===== src/verilog/diag_pkg.sv =====
/*
 Diagnostic register bank constants: offsets, tag nibbles, bit positions,
 limits and the packed event carrier.
 Assumes a 250 MHz core clock.
*/
`default_nettype none
package diag_pkg;
    // ----------------------------------------------------------------
    // Register offsets (byte address of the high byte)
    // ----------------------------------------------------------------
    localparam logic [7:0] ERROR_OFFSET = 8'h24;
    localparam logic [7:0] CAUTION_OFFSET = 8'h26;
    localparam logic [7:0] TEMP_OFFSET = 8'h28;
    localparam logic [7:0] FIELD_OFFSET = 8'h2A;
    localparam logic [5:0] SPECIAL_TURNS_RESET = 6'h1E;
    // ----------------------------------------------------------------
    // Tag nibbles
    // ----------------------------------------------------------------
    localparam logic [3:0] ERROR_TAG = 4'hA;
    localparam logic [3:0] CAUTION_TAG = 4'hB;
    localparam logic [3:0] TEMP_TAG = 4'hF;
    localparam logic [3:0] FIELD_TAG = 4'hE;
    // ----------------------------------------------------------------
    // Bit positions
    // ----------------------------------------------------------------
    localparam int ERR_RESET_BIT = 0;
    localparam int ERR_WEAK_BIT = 1;
    localparam int ERR_ASUPPLY_BIT = 2;
    localparam int ERR_SUMMARY_BIT = 11;
    localparam int ANY_FAULT_BIT = 14;
    localparam int CAU_LINK_BIT = 11;
    localparam int CAU_CRC_BIT = 10;
    localparam int CAU_SLOPE_BIT = 8;
    localparam int CAU_LONGCMD_BIT = 7;
    localparam int CAU_TEMP_BIT = 6;
    localparam int CAU_EEPROM_BIT = 5;
    localparam int CAU_CLIP_BIT = 4;
    localparam int CAU_SLEEP_BIT = 3;
    localparam int CAU_OVERLAP_BIT = 2;
    localparam int CAU_STRONG_BIT = 1;
    localparam int CAU_TURNS_BIT = 0;
    localparam logic [11:0] CAU_IMPL_MASK = 12'hDFF;
    // ----------------------------------------------------------------
    // Limits and timing
    // ----------------------------------------------------------------
    localparam logic signed [11:0] TEMP_MIN = -12'sd680;   // -60 C rel 25 C
    localparam logic signed [11:0] TEMP_MAX = 12'sd1240;   // 180 C rel 25 C
    localparam logic [11:0] WEAK_LIMIT_DEF = 12'd200;
    localparam logic [11:0] STRONG_LIMIT_DEF = 12'd1200;
    localparam logic [11:0] ANGLE_JUMP = 12'd1536;         // 135 deg of 4096
    localparam logic signed [11:0] TURNS_MAX_HALF = 12'sd511;
    localparam logic signed [11:0] TURNS_MIN_HALF = -12'sd512;
    localparam logic signed [11:0] TURNS_MAX_EIGHTH = 12'sd2047;
    localparam logic signed [11:0] TURNS_MIN_EIGHTH = -12'sd2048;
    localparam int CLOCK_MHZ = 250;
    localparam int FIELD_PERIOD_US = 128;
    localparam int FIELD_PERIOD_CYC = FIELD_PERIOD_US * CLOCK_MHZ;

    // Hardware event strobes and levels from the sensor core
    typedef struct packed {
        logic asupply_low;
        logic link_fault;
        logic crc_bad;
        logic slope_active;
        logic long_cmd_fail;
        logic eeprom_corrected;
        logic clipping;
        logic long_access_overlap;
    } event_type;
endpackage : diag_pkg
`default_nettype wire


===== src/verilog/sample_hold.sv =====
/*
 Periodic sample-and-hold for a measured word; refreshed on an enable.
 Assumes value_in is synchronous to clock.
*/
`timescale 1ns/1ps
`default_nettype none
module sample_hold #(
    parameter int WIDTH = 12
) (
    // Clock and reset
    input wire logic clock,
    input wire logic rst_n,
    // Data
    input wire logic load,
    input wire logic [WIDTH-1:0] value_in,
    output logic [WIDTH-1:0] value_q
);
    always_ff @(posedge clock or negedge rst_n) begin
        if (!rst_n) begin
            value_q <= '0;
        end else if (load) begin
            value_q <= value_in;
        end
    end
endmodule : sample_hold
`default_nettype wire


===== src/verilog/diag_regs.sv =====
/*
 Diagnostic and measurement register bank: error low flags, latched
 caution flags, die temperature and field strength, read by address.
 Assumes core-side inputs are synchronous to clock except the supply
 comparator, which comes from an analog pin.
*/
// Contract
// - Analog supply low sets bit 2, persists
// - Field below weak limit sets bit 1
// - Power-on or hard reset sets bit 0
// - Caution bits latch until cleared
// - Tag nibbles 1011, 1111, 1110 on top
// - Bad packet discarded, sets bit 11
// - Bad CRC with checking sets bit 10
// - Slope limiting active sets bit 8
// - Failed long command sets bit 7
// - Temperature out of range sets 6, saturates
// - Corrected EEPROM error sets bit 5
// - Any clipping sets bit 4
// - Sleep angle jump over 135 sets 3
// - Overlapping long access sets bit 2
// - Field above strong limit sets bit 1
// - Turns beyond range sets bit 0
// - Turns overflow clears only by special
// - Temperature signed eighths relative 25 C
// - Summary bit follows unmasked cautions
// - Any fault flag follows unmasked flags
`timescale 1ns/1ps
`default_nettype none
module diag_regs #(
    parameter int FIELD_PERIOD = diag_pkg::FIELD_PERIOD_CYC
) (
    // Clock and reset
    input wire logic clock,
    input wire logic rst_n,
    // Register access
    input wire logic [7:0] reg_addr,
    input wire logic reg_read,
    input wire logic reg_write,
    input wire logic error_clear,
    input wire logic caution_clear,
    input wire logic [5:0] special_cmd,
    input wire logic special_go,
    output logic [15:0] read_data_q,
    output logic read_valid_q,
    // Sensor core
    input wire logic asupply_low_pin,
    input wire diag_pkg::event_type events,
    input wire logic [11:0] field_gauss,
    input wire logic [11:0] weak_field_limit,
    input wire logic [11:0] strong_field_limit,
    input wire logic signed [12:0] temp_raw,
    input wire logic low_power_state,
    input wire logic awake_sample,
    input wire logic [11:0] awake_angle,
    input wire logic eighth_turns,
    input wire logic signed [12:0] turns_raw,
    input wire logic [15:0] flag_mask,
    // Status
    output logic any_fault_flag_q,
    output logic [11:0] die_temperature_q
);
    logic asupply_meta_q, asupply_sync_q;
    logic [2:0] error_low_q;
    logic [11:0] caution_q, caution_set;
    logic [11:0] last_angle_q, angle_delta;
    logic angle_seen_q;
    logic [11:0] field_held;
    logic [$clog2(FIELD_PERIOD+1)-1:0] field_cnt_q;
    logic field_tick_q;
    logic signed [11:0] temp_sat;
    logic temp_out;
    logic turns_over;
    logic summary;
    logic [15:0] error_word, caution_word, temp_word, field_word;

    // ----------------------------------------------------------------
    // Pin synchroniser
    // ----------------------------------------------------------------
    always_ff @(posedge clock or negedge rst_n) begin
        if (!rst_n) begin
            asupply_meta_q <= 1'b0;
            asupply_sync_q <= 1'b0;
        end else begin
            asupply_meta_q <= asupply_low_pin;
            asupply_sync_q <= asupply_meta_q;
        end
    end

    // ----------------------------------------------------------------
    // Condition detection
    // ----------------------------------------------------------------
    always_comb begin
        temp_out = (temp_raw < 13'(diag_pkg::TEMP_MIN))
            || (temp_raw > 13'(diag_pkg::TEMP_MAX));
        if (temp_raw < 13'(diag_pkg::TEMP_MIN)) begin
            temp_sat = diag_pkg::TEMP_MIN;
        end else if (temp_raw > 13'(diag_pkg::TEMP_MAX)) begin
            temp_sat = diag_pkg::TEMP_MAX;
        end else begin
            temp_sat = temp_raw[11:0];
        end
        if (eighth_turns) begin
            turns_over = (turns_raw > 13'(diag_pkg::TURNS_MAX_EIGHTH))
                || (turns_raw < 13'(diag_pkg::TURNS_MIN_EIGHTH));
        end else begin
            turns_over = (turns_raw > 13'(diag_pkg::TURNS_MAX_HALF))
                || (turns_raw < 13'(diag_pkg::TURNS_MIN_HALF));
        end
        angle_delta = awake_angle - last_angle_q;
        if (angle_delta[11]) begin
            angle_delta = 12'h000 - angle_delta;
        end
    end

    always_comb begin
        caution_set = '0;
        caution_set[diag_pkg::CAU_LINK_BIT] = events.link_fault;
        caution_set[diag_pkg::CAU_CRC_BIT] = events.crc_bad;
        caution_set[diag_pkg::CAU_SLOPE_BIT] = events.slope_active;
        caution_set[diag_pkg::CAU_LONGCMD_BIT] = events.long_cmd_fail;
        caution_set[diag_pkg::CAU_TEMP_BIT] = temp_out;
        caution_set[diag_pkg::CAU_EEPROM_BIT] = events.eeprom_corrected;
        caution_set[diag_pkg::CAU_CLIP_BIT] = events.clipping;
        caution_set[diag_pkg::CAU_SLEEP_BIT] = low_power_state && awake_sample
            && angle_seen_q && (angle_delta > diag_pkg::ANGLE_JUMP);
        caution_set[diag_pkg::CAU_OVERLAP_BIT] = events.long_access_overlap;
        caution_set[diag_pkg::CAU_STRONG_BIT] = field_gauss > strong_field_limit;
        caution_set[diag_pkg::CAU_TURNS_BIT] = turns_over;
    end

    // ----------------------------------------------------------------
    // Sleep angle tracking
    // ----------------------------------------------------------------
    always_ff @(posedge clock or negedge rst_n) begin
        if (!rst_n) begin
            last_angle_q <= '0;
            angle_seen_q <= 1'b0;
        end else if (!low_power_state) begin
            angle_seen_q <= 1'b0;
        end else if (awake_sample) begin
            last_angle_q <= awake_angle;
            angle_seen_q <= 1'b1;
        end
    end

    // ----------------------------------------------------------------
    // Latched flags; set wins over clear
    // ----------------------------------------------------------------
    always_ff @(posedge clock or negedge rst_n) begin
        if (!rst_n) begin
            error_low_q <= '0;
            error_low_q[diag_pkg::ERR_RESET_BIT] <= 1'b1;
        end else begin
            error_low_q[diag_pkg::ERR_RESET_BIT] <=
                !error_clear && error_low_q[diag_pkg::ERR_RESET_BIT];
            error_low_q[diag_pkg::ERR_WEAK_BIT] <= (field_gauss < weak_field_limit)
                || (!error_clear && error_low_q[diag_pkg::ERR_WEAK_BIT]);
            error_low_q[diag_pkg::ERR_ASUPPLY_BIT] <= asupply_sync_q
                || (!error_clear && error_low_q[diag_pkg::ERR_ASUPPLY_BIT]);
        end
    end

    always_ff @(posedge clock or negedge rst_n) begin
        if (!rst_n) begin
            caution_q <= '0;
        end else begin
            // Turns overflow ignores the ordinary clear
            caution_q <= (caution_set | (caution_q & ~(caution_clear ? 12'hFFE : 12'h000)))
                & diag_pkg::CAU_IMPL_MASK;
            if (special_go && special_cmd == diag_pkg::SPECIAL_TURNS_RESET
                    && !turns_over) begin
                caution_q[diag_pkg::CAU_TURNS_BIT] <= 1'b0;
            end
        end
    end

    // ----------------------------------------------------------------
    // Measurement refresh
    // ----------------------------------------------------------------
    always_ff @(posedge clock or negedge rst_n) begin
        if (!rst_n) begin
            field_cnt_q <= '0;
            field_tick_q <= 1'b0;
        end else if (field_cnt_q == ($bits(field_cnt_q))'(FIELD_PERIOD - 1)) begin
            field_cnt_q <= '0;
            field_tick_q <= 1'b1;
        end else begin
            field_cnt_q <= field_cnt_q + 1'b1;
            field_tick_q <= 1'b0;
        end
    end

    sample_hold #(
        .WIDTH(12)
    ) u_field (
        .clock(clock),
        .rst_n(rst_n),
        .load(field_tick_q),
        .value_in(field_gauss),
        .value_q(field_held)
    );

    always_ff @(posedge clock or negedge rst_n) begin
        if (!rst_n) begin
            die_temperature_q <= '0;
        end else begin
            die_temperature_q <= temp_sat;
        end
    end

    // ----------------------------------------------------------------
    // Read words and summary
    // ----------------------------------------------------------------
    always_comb begin
        summary = |(caution_q & ~flag_mask[11:0]);
        error_word = {diag_pkg::ERROR_TAG, summary, 8'h00, error_low_q[2:0]};
        error_word[diag_pkg::ERR_SUMMARY_BIT] = summary;
        caution_word = {diag_pkg::CAUTION_TAG, caution_q};
        temp_word = {diag_pkg::TEMP_TAG, die_temperature_q};
        field_word = {diag_pkg::FIELD_TAG, field_held};
    end

    always_ff @(posedge clock or negedge rst_n) begin
        if (!rst_n) begin
            any_fault_flag_q <= 1'b0;
        end else begin
            any_fault_flag_q <= summary || |(error_low_q[2:0] & ~flag_mask[14:12]);
        end
    end

    // Writes are not decoded: the bank is read-only
    always_ff @(posedge clock or negedge rst_n) begin
        if (!rst_n) begin
            read_data_q <= '0;
            read_valid_q <= 1'b0;
        end else begin
            read_valid_q <= reg_read && !reg_write;
            if (reg_read && !reg_write) begin
                case (reg_addr)
                    diag_pkg::ERROR_OFFSET: read_data_q <= error_word;
                    diag_pkg::CAUTION_OFFSET: read_data_q <= caution_word;
                    diag_pkg::TEMP_OFFSET: read_data_q <= temp_word;
                    diag_pkg::FIELD_OFFSET: read_data_q <= field_word;
                    default: read_data_q <= 16'h0000;
                endcase
            end
        end
    end

    // ----------------------------------------------------------------
    // Checks
    // ----------------------------------------------------------------
    property p_caution_holds;
        @(posedge clock) disable iff (!rst_n)
        (caution_q[diag_pkg::CAU_LINK_BIT] && !caution_clear)
            |=> caution_q[diag_pkg::CAU_LINK_BIT];
    endproperty
    a_caution_holds: assert property (p_caution_holds)
        else $error("caution flag dropped without clear");

    property p_link_sets;
        @(posedge clock) disable iff (!rst_n)
        events.link_fault |=> caution_q[diag_pkg::CAU_LINK_BIT];
    endproperty
    a_link_sets: assert property (p_link_sets)
        else $error("link fault not latched");

    property p_asupply;
        @(posedge clock) disable iff (!rst_n)
        asupply_low_pin ##2 1 |=> error_low_q[diag_pkg::ERR_ASUPPLY_BIT];
    endproperty
    a_asupply: assert property (p_asupply)
        else $error("supply low not flagged");

    property p_turns_keep;
        @(posedge clock) disable iff (!rst_n)
        (caution_q[0] && !(special_go && special_cmd == diag_pkg::SPECIAL_TURNS_RESET))
            |=> caution_q[0];
    endproperty
    a_turns_keep: assert property (p_turns_keep)
        else $error("turns overflow cleared wrongly");

    property p_temp_range;
        @(posedge clock) disable iff (!rst_n)
        ##1 ($signed(die_temperature_q) >= diag_pkg::TEMP_MIN
            && $signed(die_temperature_q) <= diag_pkg::TEMP_MAX);
    endproperty
    a_temp_range: assert property (p_temp_range)
        else $error("temperature beyond saturation");

    property p_temp_flag;
        @(posedge clock) disable iff (!rst_n)
        (temp_raw > 13'(diag_pkg::TEMP_MAX) || temp_raw < 13'(diag_pkg::TEMP_MIN))
            |=> caution_q[diag_pkg::CAU_TEMP_BIT];
    endproperty
    a_temp_flag: assert property (p_temp_flag)
        else $error("temperature range flag missing");

    property p_tag;
        @(posedge clock) disable iff (!rst_n)
        (reg_read && !reg_write && reg_addr == diag_pkg::CAUTION_OFFSET)
            |=> read_valid_q && read_data_q[15:12] == diag_pkg::CAUTION_TAG;
    endproperty
    a_tag: assert property (p_tag)
        else $error("caution tag wrong");

    property p_summary;
        @(posedge clock) disable iff (!rst_n)
        ##1 (|(caution_q & ~flag_mask[11:0])) |=> any_fault_flag_q;
    endproperty
    a_summary: assert property (p_summary)
        else $error("fault flag missing");

    property p_field_tick;
        @(posedge clock) disable iff (!rst_n)
        field_tick_q |=> !field_tick_q;
    endproperty
    a_field_tick: assert property (p_field_tick)
        else $error("refresh tick too long");
endmodule : diag_regs
`default_nettype wire


===== config.mk =====
export PLATFORM = sky130hd
export DESIGN_NAME = diag_regs
export DESIGN_NICKNAME = d
export VERILOG_FILES = /design/src/verilog/diag_pkg.sv /design/src/verilog/sample_hold.sv /design/src/verilog/diag_regs.sv
export SDC_FILE = /design/constraint.sdc
export NUM_CORES = 1
export LEC_CHECK = 0
export BUFFER_PORTS_ARGS = -buffer_cell sky130_fd_sc_hd__clkbuf_2
export CORE_MARGIN = 2
export CORE_UTILIZATION = 52
export CTS_BUF_LIST = sky130_fd_sc_hd__clkbuf_16
export DETAILED_ROUTE_END_ITERATION = 8
export PLACE_DENSITY = 0.81
export RECOVER_POWER = 100
export SYNTH_ARGS = -nofsm -noshare
export SYNTH_HDL_FRONTEND = slang
export SYNTH_SLANG_ARGS = --single-unit

===== constraint.sdc =====
create_clock -name clock -period 3.81 [get_ports clock]
set_clock_uncertainty 0.2 [all_clocks]
set_input_delay 0.1905 -clock clock [delete_from_list [all_inputs] [get_ports clock]]
set_output_delay 0.1905 -clock clock [all_outputs]
set_load 0.005 [all_outputs]

==> impl_metrics.ini, run 1 <==
[worst_setup_path]
critPathMaxFanout = 6
reg_to_reg_setup_timing_slack_ns = 0.36
critical_path.max_stage_delay_ns = 0.54
r2r_start = last_angle_q[0]
critPathArrivalTime_ns = 3.68
cpMaxStageDelayCell = dlygate4sd3_1
crit_path_start_kind = input pin
timing.critical_path.required_ns = 3.84
cell_with_the_most_instances_on_the_worst_path = inv_1
critical_path.reg2reg.endpoint = caution_q[3]
worst_r2r_path_depth = 12
crit_path_end = caution_q[3]
setup.worst_path.class = in2reg
endpoint_kind = flop
cp_cell_sequence = dlygate4sd3_1, clkbuf_2, inv_1, ha_1, inv_1, fa_1, a21o_1, and2_4, o32a_4, o211ai_4, nand2_2, or4_1, a311oi_1, mux2i_1, a31o_1
timing.critical_path.from = awake_angle[0]

[logic_synthesis]
postSynthNetCount = 691
yosys_register_bits = 86
synthArstFlopShare_pct = 100
synth-main-ff-cell = dfrtp_1
synth.area.top_cells = dfrtp_1 (42%), ha_1 (8.9%), inv_1 (4.2%), nand2_1 (3.6%), a21oi_1 (3.2%)
syn-cell-area_um2 = 5040
syn_inst = 531
post-synth-top-area-cell = dfrtp_1
seq_area_frac_synth_pct = 42.7
yosysWarnings = 0
synth-edff-count = 0
yosys.cell_types.count = 65
post-synth-top-area-fraction_pct = 42.2
mapped_avg_cell_area_um2 = 9.50

[job]
max_capacitance_violation_count = 1

[grt]
wire_length_of_the_first_global_routing_pass_um = 21600
global_route.peak_usage_layer = met2
track_usage_pct = 26.6
antenna_found_initial = 0
globalRouteOverflowTotal = 0
grtUsageMet3_pct = 6.03
vias_in_the_first_global_route = 4725
grtUsageMet1_pct = 29.7
groute.layer.met2.usage_pct = 48.3
grt_max_degree = 87

[clocking]
clk_path_buf_depth = 2
cts_buffers = 9
cts.sinks = 86
clkSlewWorstSetupHoldPaths_ns = 0.07
worstSkewPairLatency_ns = 0.34
htree_levels = 3
clock_tree_from_tritoncts = yes
clock-root-buffer = clkbuf_16

[drt]
drt_pre_antenna_iters = 5
wire_per_inst_um = 15.9
avgViaCountPerCell = 5.47
postRouteWirelength_um = 13600
detail-route-antenna-nets = 0
drc = 0
detailedRoute.firstIterationViolations = 172
via_count = 4674

[place]
routabilityCongestion = 0.866
postPlaceCellArea_um2 = 5860
detailed_place_hpwl_um = 9400
io_buffers = 140
preCtsSetupSlack_ns = 0.404

[floorplanning]
die-area_um2 = 10500
floorplan.rows = 35
die_x_um = 102
io_pins = 153
floorplan.core_area_um2 = 9330
fp.dieH_um = 102
start_util_pct = 54.1

[timing]
unrepaired_setup_endpoints_after_global_routing = no
postLayoutSetupSlackWorst_ns = 0.160
tightestPinTransition_ns = 2.07
final_setup_vio_count = 0
maxSlewViolCount = 87
timing.slew.headroom_pct = -37.7
max_freq_mhz = 274
final.period_utilization_pct = 95.8
hold_viol_final = 0
finalCriticalPeriod_ns = 3.65
tns_ns = 0

[layout]
drive_above_1_share_pct = 21.5
fillerInstances = 710
layout.area.seq_um2 = 2150
layout.cell_area.non_filler_um2 = 6670
n_antenna_cell = 0
finalNetCount = 880
footprint_of_the_multi_input_gates_um2 = 2620
area_delta_synth_final_pct = 32.2

[power]
pwr_density_cell_nw_per_um2 = 368
total_power_mw = 2.45
vdd.ir_drop.worst_mv = 0.260
leakage_nw = 3.33

[hold_path]
worst_hold_path_type = in2reg

[run_status]
run_status = complete, but fails checks
failed_checks = max-capacitance violations, max-slew violations
-- area by class of cell --
| class | instances | share of cell area (%) |
|---|---|---|
| Multi-Input combinational cell | 371 | 39.2 |
| Sequential cell | 86 | 32.3 |
| Timing Repair Buffer | 196 | 18.2 |
| Clock buffer | 9 | 3.38 |
| Inverter | 56 | 3.15 |
| Tap cell | 129 | 2.42 |
| Clock inverter | 7 | 1.29 |
-- synthesized netlist by cell type (9+ instances only) --
master	instances
nor2_1	30
a21oi_1	32
nand2_1	48
xnor2_1	9
ha_1	36
nand3_1	11
inv_1	56
a21o_1	20
o21ai_0	29
mux2_2	14
clkbuf_1	14
a22o_1	12
xor2_1	12
dfrtp_1	85
-- where the power goes --
group	internal [mW]	total (mW)	switching (mW)
Clock	0.523	0.918	0.394
Combinational	0.256	0.565	0.309
Sequential	0.951	0.972	0.0217
-- stage by stage --
stage               hold WS (ns)  std cells  util, %
floorplan                 -0.305        531        -
global placement           0.102        784     62.8
detailed placement         0.100        784     62.8
CTS                      0.00176        854     72.0
global route              0.0614        854     71.5
finish                   0.00140        854     71.5
-- cells in the final DEF (no fill, tap or decap), types with 8 or more instances in the layout --
| cell type | n |
|---|---|
| nand3_1 | 11 |
| a21o_1 | 20 |
| clkbuf_1 | 29 |
| nand2b_1 | 8 |
| dlygate4sd3_1 | 54 |
| ha_1 | 36 |
| dfrtp_1 | 85 |
| xor2_1 | 12 |
| nor2_1 | 30 |
| clkbuf_16 | 9 |
| inv_1 | 56 |
| o211ai_1 | 8 |
| a21oi_1 | 32 |
| nand2_1 | 48 |
| mux2_2 | 14 |
| xnor2_1 | 9 |
| o21ai_0 | 30 |
| a22o_1 | 12 |
| and3_1 | 8 |
| clkbuf_2 | 111 |
-- registers in the layout, summed over array words and instances, names as in the netlist, 3 cells and up --
| register | count |
|---|---|
| caution_q | 11 |
| die_temperature_q | 12 |
| error_low_q | 3 |
| field_cnt_q | 15 |
| last_angle_q | 12 |
| read_data_q | 15 |
| u_field.value_q | 12 |
-- timing repair --
item | CTS | global route
gates resized for setup | 0 | 1
buffers inserted | 0 | 0
hold buffers | 54 | 0
hold endpoints to repair | 137 | 0
endpoints found under the setup margin | 0 | 1
-- critical path, delay by kind of cell --
kind | cells | cell delay, ns
muxes | 1 | 0.12
AOI/OAI and AO/OA | 5 | 1.27
adders and majority gates | 2 | 0.62
and+or+nand+nor | 3 | 0.70
buffers and inverters | 4 | 0.77
-- logic make-up (layout without fill, tap and decap cells) --
| kind of cell | after synthesis | in the layout | share of synthesized area (%) |
|---|---|---|---|
| muxes | 18 | 18 | 3.92 |
| xor gates and xnor gates | 22 | 22 | 3.97 |
| buffers and inverters | 74 | 268 | 5.65 |
| DFF | 86 | 86 | 42.7 |
| AOI/OAI and AO/OA | 147 | 147 | 19.9 |
| and+or+nand+nor | 147 | 147 | 14.5 |
| adders and majority gates | 37 | 37 | 9.33 |
-- routing by layer --
layer	part of all wire, %	wire, um
met5	0	0
met2	51	6970
met4	3.9	533
met1	39	5310
met3	5.7	769
-- worst min path at each step --
stage               startpoint  slack (ns)  cells past startpoint         endpoint
4_1_cts           awake_sample       0.002                      3  last_angle_q[0]
5_1_grt           awake_sample        0.06                      3  last_angle_q[0]
6_report          awake_sample       0.001                      3  last_angle_q[0]
3_5_place_dp   asupply_low_pin        0.10                      1   asupply_meta_q
3_3_place_gp   asupply_low_pin        0.10                      1   asupply_meta_q
2_1_floorplan            rst_n       -0.31                      0     angle_seen_q
(Power assumes the default switching activity.)
==> run 2: changes to the inputs <==
--- a/config.mk
+++ b/config.mk
@@ -6,11 +6,11 @@
 export NUM_CORES = 1
 export LEC_CHECK = 0
 export BUFFER_PORTS_ARGS = -buffer_cell sky130_fd_sc_hd__clkbuf_2
-export CORE_MARGIN = 2
-export CORE_UTILIZATION = 52
-export CTS_BUF_LIST = sky130_fd_sc_hd__clkbuf_16
+export CORE_MARGIN = 5
+export CORE_UTILIZATION = 54
+export CTS_BUF_LIST = sky130_fd_sc_hd__clkbuf_8
 export DETAILED_ROUTE_END_ITERATION = 8
-export PLACE_DENSITY = 0.81
+export PLACE_DENSITY = 0.87
 export RECOVER_POWER = 100
 export SYNTH_ARGS = -nofsm -noshare
 export SYNTH_HDL_FRONTEND = slang
==> impl_metrics.ini, run 2 (same netlist as run 1, synthesis figures left out) <==
[power]
leakage_nw = 3.30
pwr_density_cell_nw_per_um2 = 338
vdd.ir_drop.worst_mv = 0.253

[timing]
max_freq_mhz = 281
maxSlewViolCount = 87
timing.slew.headroom_pct = -39.7
hold_viol_final = 0
tns_ns = 0
finalCriticalPeriod_ns = 3.55
postLayoutSetupSlackWorst_ns = 0.257
final.period_utilization_pct = 93.3
tightestPinTransition_ns = 2.09
final_setup_vio_count = 0
unrepaired_setup_endpoints_after_global_routing = no

[drt]
wire_per_inst_um = 16.7
detailedRoute.firstIterationViolations = 219
postRouteWirelength_um = 14000
drc = 0
avgViaCountPerCell = 5.64
drt_pre_antenna_iters = 5
detail-route-antenna-nets = 0
via_count = 4729

[layout]
finalNetCount = 881
fillerInstances = 671
largest_registers = field_cnt_q: 15 flops, read_data_q: 15 flops
footprint_of_the_multi_input_gates_um2 = 2620
final_cell_mix = clkbuf_2 (116), dfrtp_1 (85), inv_1 (56)
layout.area.seq_um2 = 2150
layout_commonest_cell = clkbuf_2
area_delta_synth_final_pct = 30.2
drive_above_1_share_pct = 22.3

[grt]
track_usage_pct = 25.3
grt_max_degree = 87
wire_length_of_the_first_global_routing_pass_um = 23100
vias_in_the_first_global_route = 5023
antenna_found_initial = 1
globalRouteOverflowTotal = 0

[place]
preCtsSetupSlack_ns = 0.405
detailed_place_hpwl_um = 10100
io_buffers = 140
routabilityCongestion = 0.888

[hold_path]
hold_start = awake_sample
worst_hold_path_type = in2reg

[worst_setup_path]
cell_with_the_most_instances_on_the_worst_path = inv_1
r2r_start = last_angle_q[0]
setup.worst_path.class = in2reg
critical_path.max_stage_delay_ns = 0.53
critPathMaxFanout = 6
timing.critical_path.required_ns = 3.86
endpoint_kind = flop
crit_path_start_kind = input pin
cp_cell_sequence = dlygate4sd3_1, clkbuf_2, inv_1, ha_1, inv_1, fa_2, a21o_1, and2_4, o32a_4, o211ai_4, nand2_2, or4_1, a311oi_1, mux2i_1, a31o_1
cpMaxStageDelayCell = dlygate4sd3_1
critPathArrivalTime_ns = 3.60
timing.critical_path.from = awake_angle[0]

[clocking]
clk_path_buf_depth = 2
clkSlewWorstSetupHoldPaths_ns = 0.09
htree_levels = 3
cts_buffers = 9
worstSkewPairLatency_ns = 0.36
cts.sinks = 86
cts_setup_buffers = 0
clock-root-buffer = clkbuf_8
clock_tree_from_tritoncts = yes

[floorplanning]
start_util_pct = 55.1
io_pins = 153
die_x_um = 107
floorplan.core_area_um2 = 9150
fp.dieH_um = 107
die-area_um2 = 11400
floorplan.rows = 35

[run_status]
run_status = complete, but fails checks
failed_checks = max-capacitance violations, max-slew violations

[job]
max_capacitance_violation_count = 1
-- run 2: final cells by class --
type                       count  area share, %
multi-input combinational    371           39.9
sequential                    86           32.8
timing repair buffer         197           18.8
inverter                      56           3.20
tap                          111           2.11
clock buffer                   9           1.89
clock inverter                 7           1.37
antenna                        1         0.0381
-- run 2: repair_timing --
| action | in CTS | in global routing |
|---|---|---|
| hold buffers | 55 | 0 |
| gates resized for setup | 0 | 2 |
| endpoints found under the hold margin | 137 | 0 |
| endpoints found under the setup margin | 0 | 1 |
-- run 2: layer usage --
layer  vias up  track usage [%]  wire, um
met1      2251             29.1      5370
met2       186             46.9      7310
met3        37             3.55       830
li1       2255                -         -
met4         0             9.95       449
met5         -                0         0
-- run 2: path summary, 6_finish.rpt --
check                                    to  slack (ns)  depth (start not counted)
max                            caution_q[3]        0.26                         15
min                        last_angle_q[11]        0.03                          3
max reg2reg                    caution_q[3]        0.43                         12
min reg2reg                  asupply_sync_q        0.17                          0
max in group asynchronous   last_angle_q[6]        1.41                          2
min in group asynchronous    read_data_q[9]        0.74                          2
-- run 2: critical path: cells and delay by family --
| family | cells | cell delay, ns |
|---|---|---|
| muxes | 1 | 0.11 |
| AOI/OAI and AO/OA | 5 | 1.23 |
| buffers and inverters | 4 | 0.76 |
| and+or+nand+nor | 3 | 0.74 |
| adders and majority gates | 2 | 0.58 |
-- run 2: where the power goes --
| part | total (mW) | internal (mW) | switching [mW] |
|---|---|---|---|
| sequential | 0.972 | 0.950 | 0.0218 |
| clock | 0.682 | 0.318 | 0.364 |
| combinational | 0.568 | 0.259 | 0.309 |
| total | 2.22 | 1.53 | 0.695 |
-- run 2: metrics by stage --
stage                     power [mW]  hold slack (ns)  instances  cell area (um2)  util, %
final                           2.22           0.0301        838             6570     71.8
after global routing            2.35           0.0560        838             6570     71.8
after CTS                       2.22           0.0254        837             6600     72.1
after detailed placement        1.50            0.109        766             5840     63.8
after global placement          1.47            0.109        766             5840     63.8
after floorplan                 1.33           -0.305        531             5040        -
==> run 3: changes to the inputs <==
--- a/config.mk
+++ b/config.mk
@@ -7,10 +7,10 @@
 export LEC_CHECK = 0
 export BUFFER_PORTS_ARGS = -buffer_cell sky130_fd_sc_hd__clkbuf_2
 export CORE_MARGIN = 5
-export CORE_UTILIZATION = 54
+export CORE_UTILIZATION = 35
 export CTS_BUF_LIST = sky130_fd_sc_hd__clkbuf_8
 export DETAILED_ROUTE_END_ITERATION = 8
-export PLACE_DENSITY = 0.87
+export PLACE_DENSITY = 0.62
 export RECOVER_POWER = 100
 export SYNTH_ARGS = -nofsm -noshare
 export SYNTH_HDL_FRONTEND = slang
==> impl_metrics.ini, run 3 (same netlist as run 1, synthesis figures left out) <==
[run_status]
run_status = complete, but fails checks
failed_checks = max-capacitance violations, max-slew violations

[worst_setup_path]
worst_r2r_path_depth = 12
critical_path.max_stage_delay_ns = 0.53
r2r_start = last_angle_q[0]
critPathArrivalTime_ns = 3.66
timing.critical_path.from = awake_angle[0]
endpoint_kind = flop
cell_with_the_most_instances_on_the_worst_path = inv_1
cp_cell_sequence = dlygate4sd3_1, clkbuf_2, inv_1, ha_1, inv_1, fa_1, a21o_1, and2_4, o32a_4, o211ai_4, nand2_2, or4_1, a311oi_1, mux2i_1, a31o_1
cpMaxStageDelayCell = dlygate4sd3_1
crit_path_start_kind = input pin
setup.worst_path.class = in2reg
crit_path_end = caution_q[3]
reg_to_reg_setup_timing_slack_ns = 0.38
timing.critical_path.required_ns = 3.87
critical_path.reg2reg.endpoint = caution_q[3]
critPathMaxFanout = 6

[layout]
layout_commonest_cell = clkbuf_2
finalNetCount = 881
drive_above_1_share_pct = 22.0
layout.cell_area.non_filler_um2 = 6670
final_cell_mix = clkbuf_2 (117), dfrtp_1 (85), inv_1 (56), dlygate4sd3_1 (56), nand2_1 (48)
largest_registers = field_cnt_q: 15 flops, read_data_q: 15 flops
area_delta_synth_final_pct = 32.3

[floorplanning]
start_util_pct = 36.1
io_pins = 153
die-area_um2 = 16900
fp.dieH_um = 130
floorplan.rows = 43
die_x_um = 130
floorplan.core_area_um2 = 14000

[clocking]
clock_tree_from_tritoncts = yes
clkSlewWorstSetupHoldPaths_ns = 0.09
htree_levels = 3
holdBufCountCts = 56
cts_setup_buffers = 0
worstSkewPairLatency_ns = 0.36
cts_buffers = 9
cts.sinks = 86
clk_path_buf_depth = 2
clock-root-buffer = clkbuf_8
post_cts.resized_instances = 0

[grt]
antenna_found_initial = 2
track_usage_pct = 16.1
wire_length_of_the_first_global_routing_pass_um = 21700
globalRouteOverflowTotal = 0
vias_in_the_first_global_route = 4634
grt_max_degree = 87

[drt]
drc = 0
via_count = 4625
avgViaCountPerCell = 5.08
drt_pre_antenna_iters = 5
wire_per_inst_um = 15.1
postRouteWirelength_um = 13800
detailedRoute.firstIterationViolations = 344
detail-route-antenna-nets = 0

[timing]
timing.slew.headroom_pct = -43.3
tns_ns = 0
unrepaired_setup_endpoints_after_global_routing = no
maxSlewViolCount = 87
final_setup_vio_count = 0
max_freq_mhz = 278
hold_viol_final = 0
finalCriticalPeriod_ns = 3.60
tightestPinTransition_ns = 2.15
final.period_utilization_pct = 94.5

[place]
detailed_place_hpwl_um = 10500
io_buffers = 140
routabilityCongestion = 0.869
postPlaceCellArea_um2 = 5920

[power]
seq_power_share_pct = 42.9
pwr_density_cell_nw_per_um2 = 339
clock_power_share_pct = 32.5
combPwrFrac_pct = 24.6
internal-power_mw = 1.58
netSwitchingPower_mw = 0.679
leakage_nw = 3.30
vdd.ir_drop.worst_mv = 0.144
switching_share_pct = 30.0

[job]
max_capacitance_violation_count = 1

[hold_path]
worst_hold_path_type = in2reg
==> run 3: cell types whose count changed in the layout (fill, tap and decap cells not counted) <==
cell	previous run	this run
and2_0	5	6
buf_4	1	0
a211oi_2	1	0
a211oi_1	1	2
clkinv_8	1	0
and2_1	1	0
fa_1	0	1
clkbuf_2	116	117
bufinv_16	1	2
clkbuf_1	25	24
diode_2	1	4
fa_2	1	0
dlygate4sd3_1	55	56
==> run 3: final cells by class <==
class	instances	area, um2
repair buffers	197	1240
diodes	4	10.0
inverters	56	210
well taps	180	225
flip-flops and latches	86	2150
clock inverters	7	104
multi-input cells	371	2610
fillers	1350	7310
clock buffers	9	124
==> run 3: power groups by stage <==
stage | sequential, mW | clock, mW | combinational [mW]
global placement | 0.988 | 0 | 0.494
detailed placement | 0.989 | 0 | 0.514
global route | 0.975 | 0.801 | 0.627
floorplan | 0.983 | 0 | 0.344
finish | 0.971 | 0.736 | 0.557
CTS | 0.971 | 0.766 | 0.561
==> run 3: how the worst min path moves through the flow <==
| stage | startpoint | endpoint | slack, ns | depth (start not counted) |
|---|---|---|---|---|
| final | awake_sample | last_angle_q[11] | 0.04 | 3 |
| after global routing | awake_sample | last_angle_q[11] | 0.05 | 3 |
| after CTS | awake_sample | last_angle_q[11] | 0.02 | 3 |
| after detailed placement | asupply_low_pin | asupply_meta_q | 0.10 | 1 |
| after global placement | asupply_low_pin | asupply_meta_q | 0.10 | 1 |
| after floorplan | rst_n | angle_seen_q | -0.31 | 0 |
==> run 3: metal layers <==
layer	part of all wire [%]	track usage (%)	vias up
li1	-	-	2265
met1	42	19.2	2209
met4	1.9	4.89	0
met2	49	28.6	132
met5	0	0	-
met3	6.5	3.93	19
==> run 3: critical path, delay by kind of cell <==
family | cells | cell delay, ns
multiplexers | 1 | 0.12
adder cells (fa/ha/maj) | 2 | 0.64
AO/OA/AOI/OAI | 5 | 1.25
buffers and inverters | 4 | 0.75
AND/OR/NAND/NOR | 3 | 0.70
==> run 3: through the flow <==
stage	util (%)	std cells	total power [mW]	hold slack (ns)	worst slack, ns
final	47.7	910	2.26	0.0441	0.208
after floorplan	-	531	1.33	-0.305	0.605
after CTS	47.9	906	2.30	0.0198	0.233
after detailed placement	42.3	834	1.50	0.102	0.395
after global placement	42.3	834	1.48	0.104	0.454
after global routing	47.7	908	2.40	0.0509	0.0386
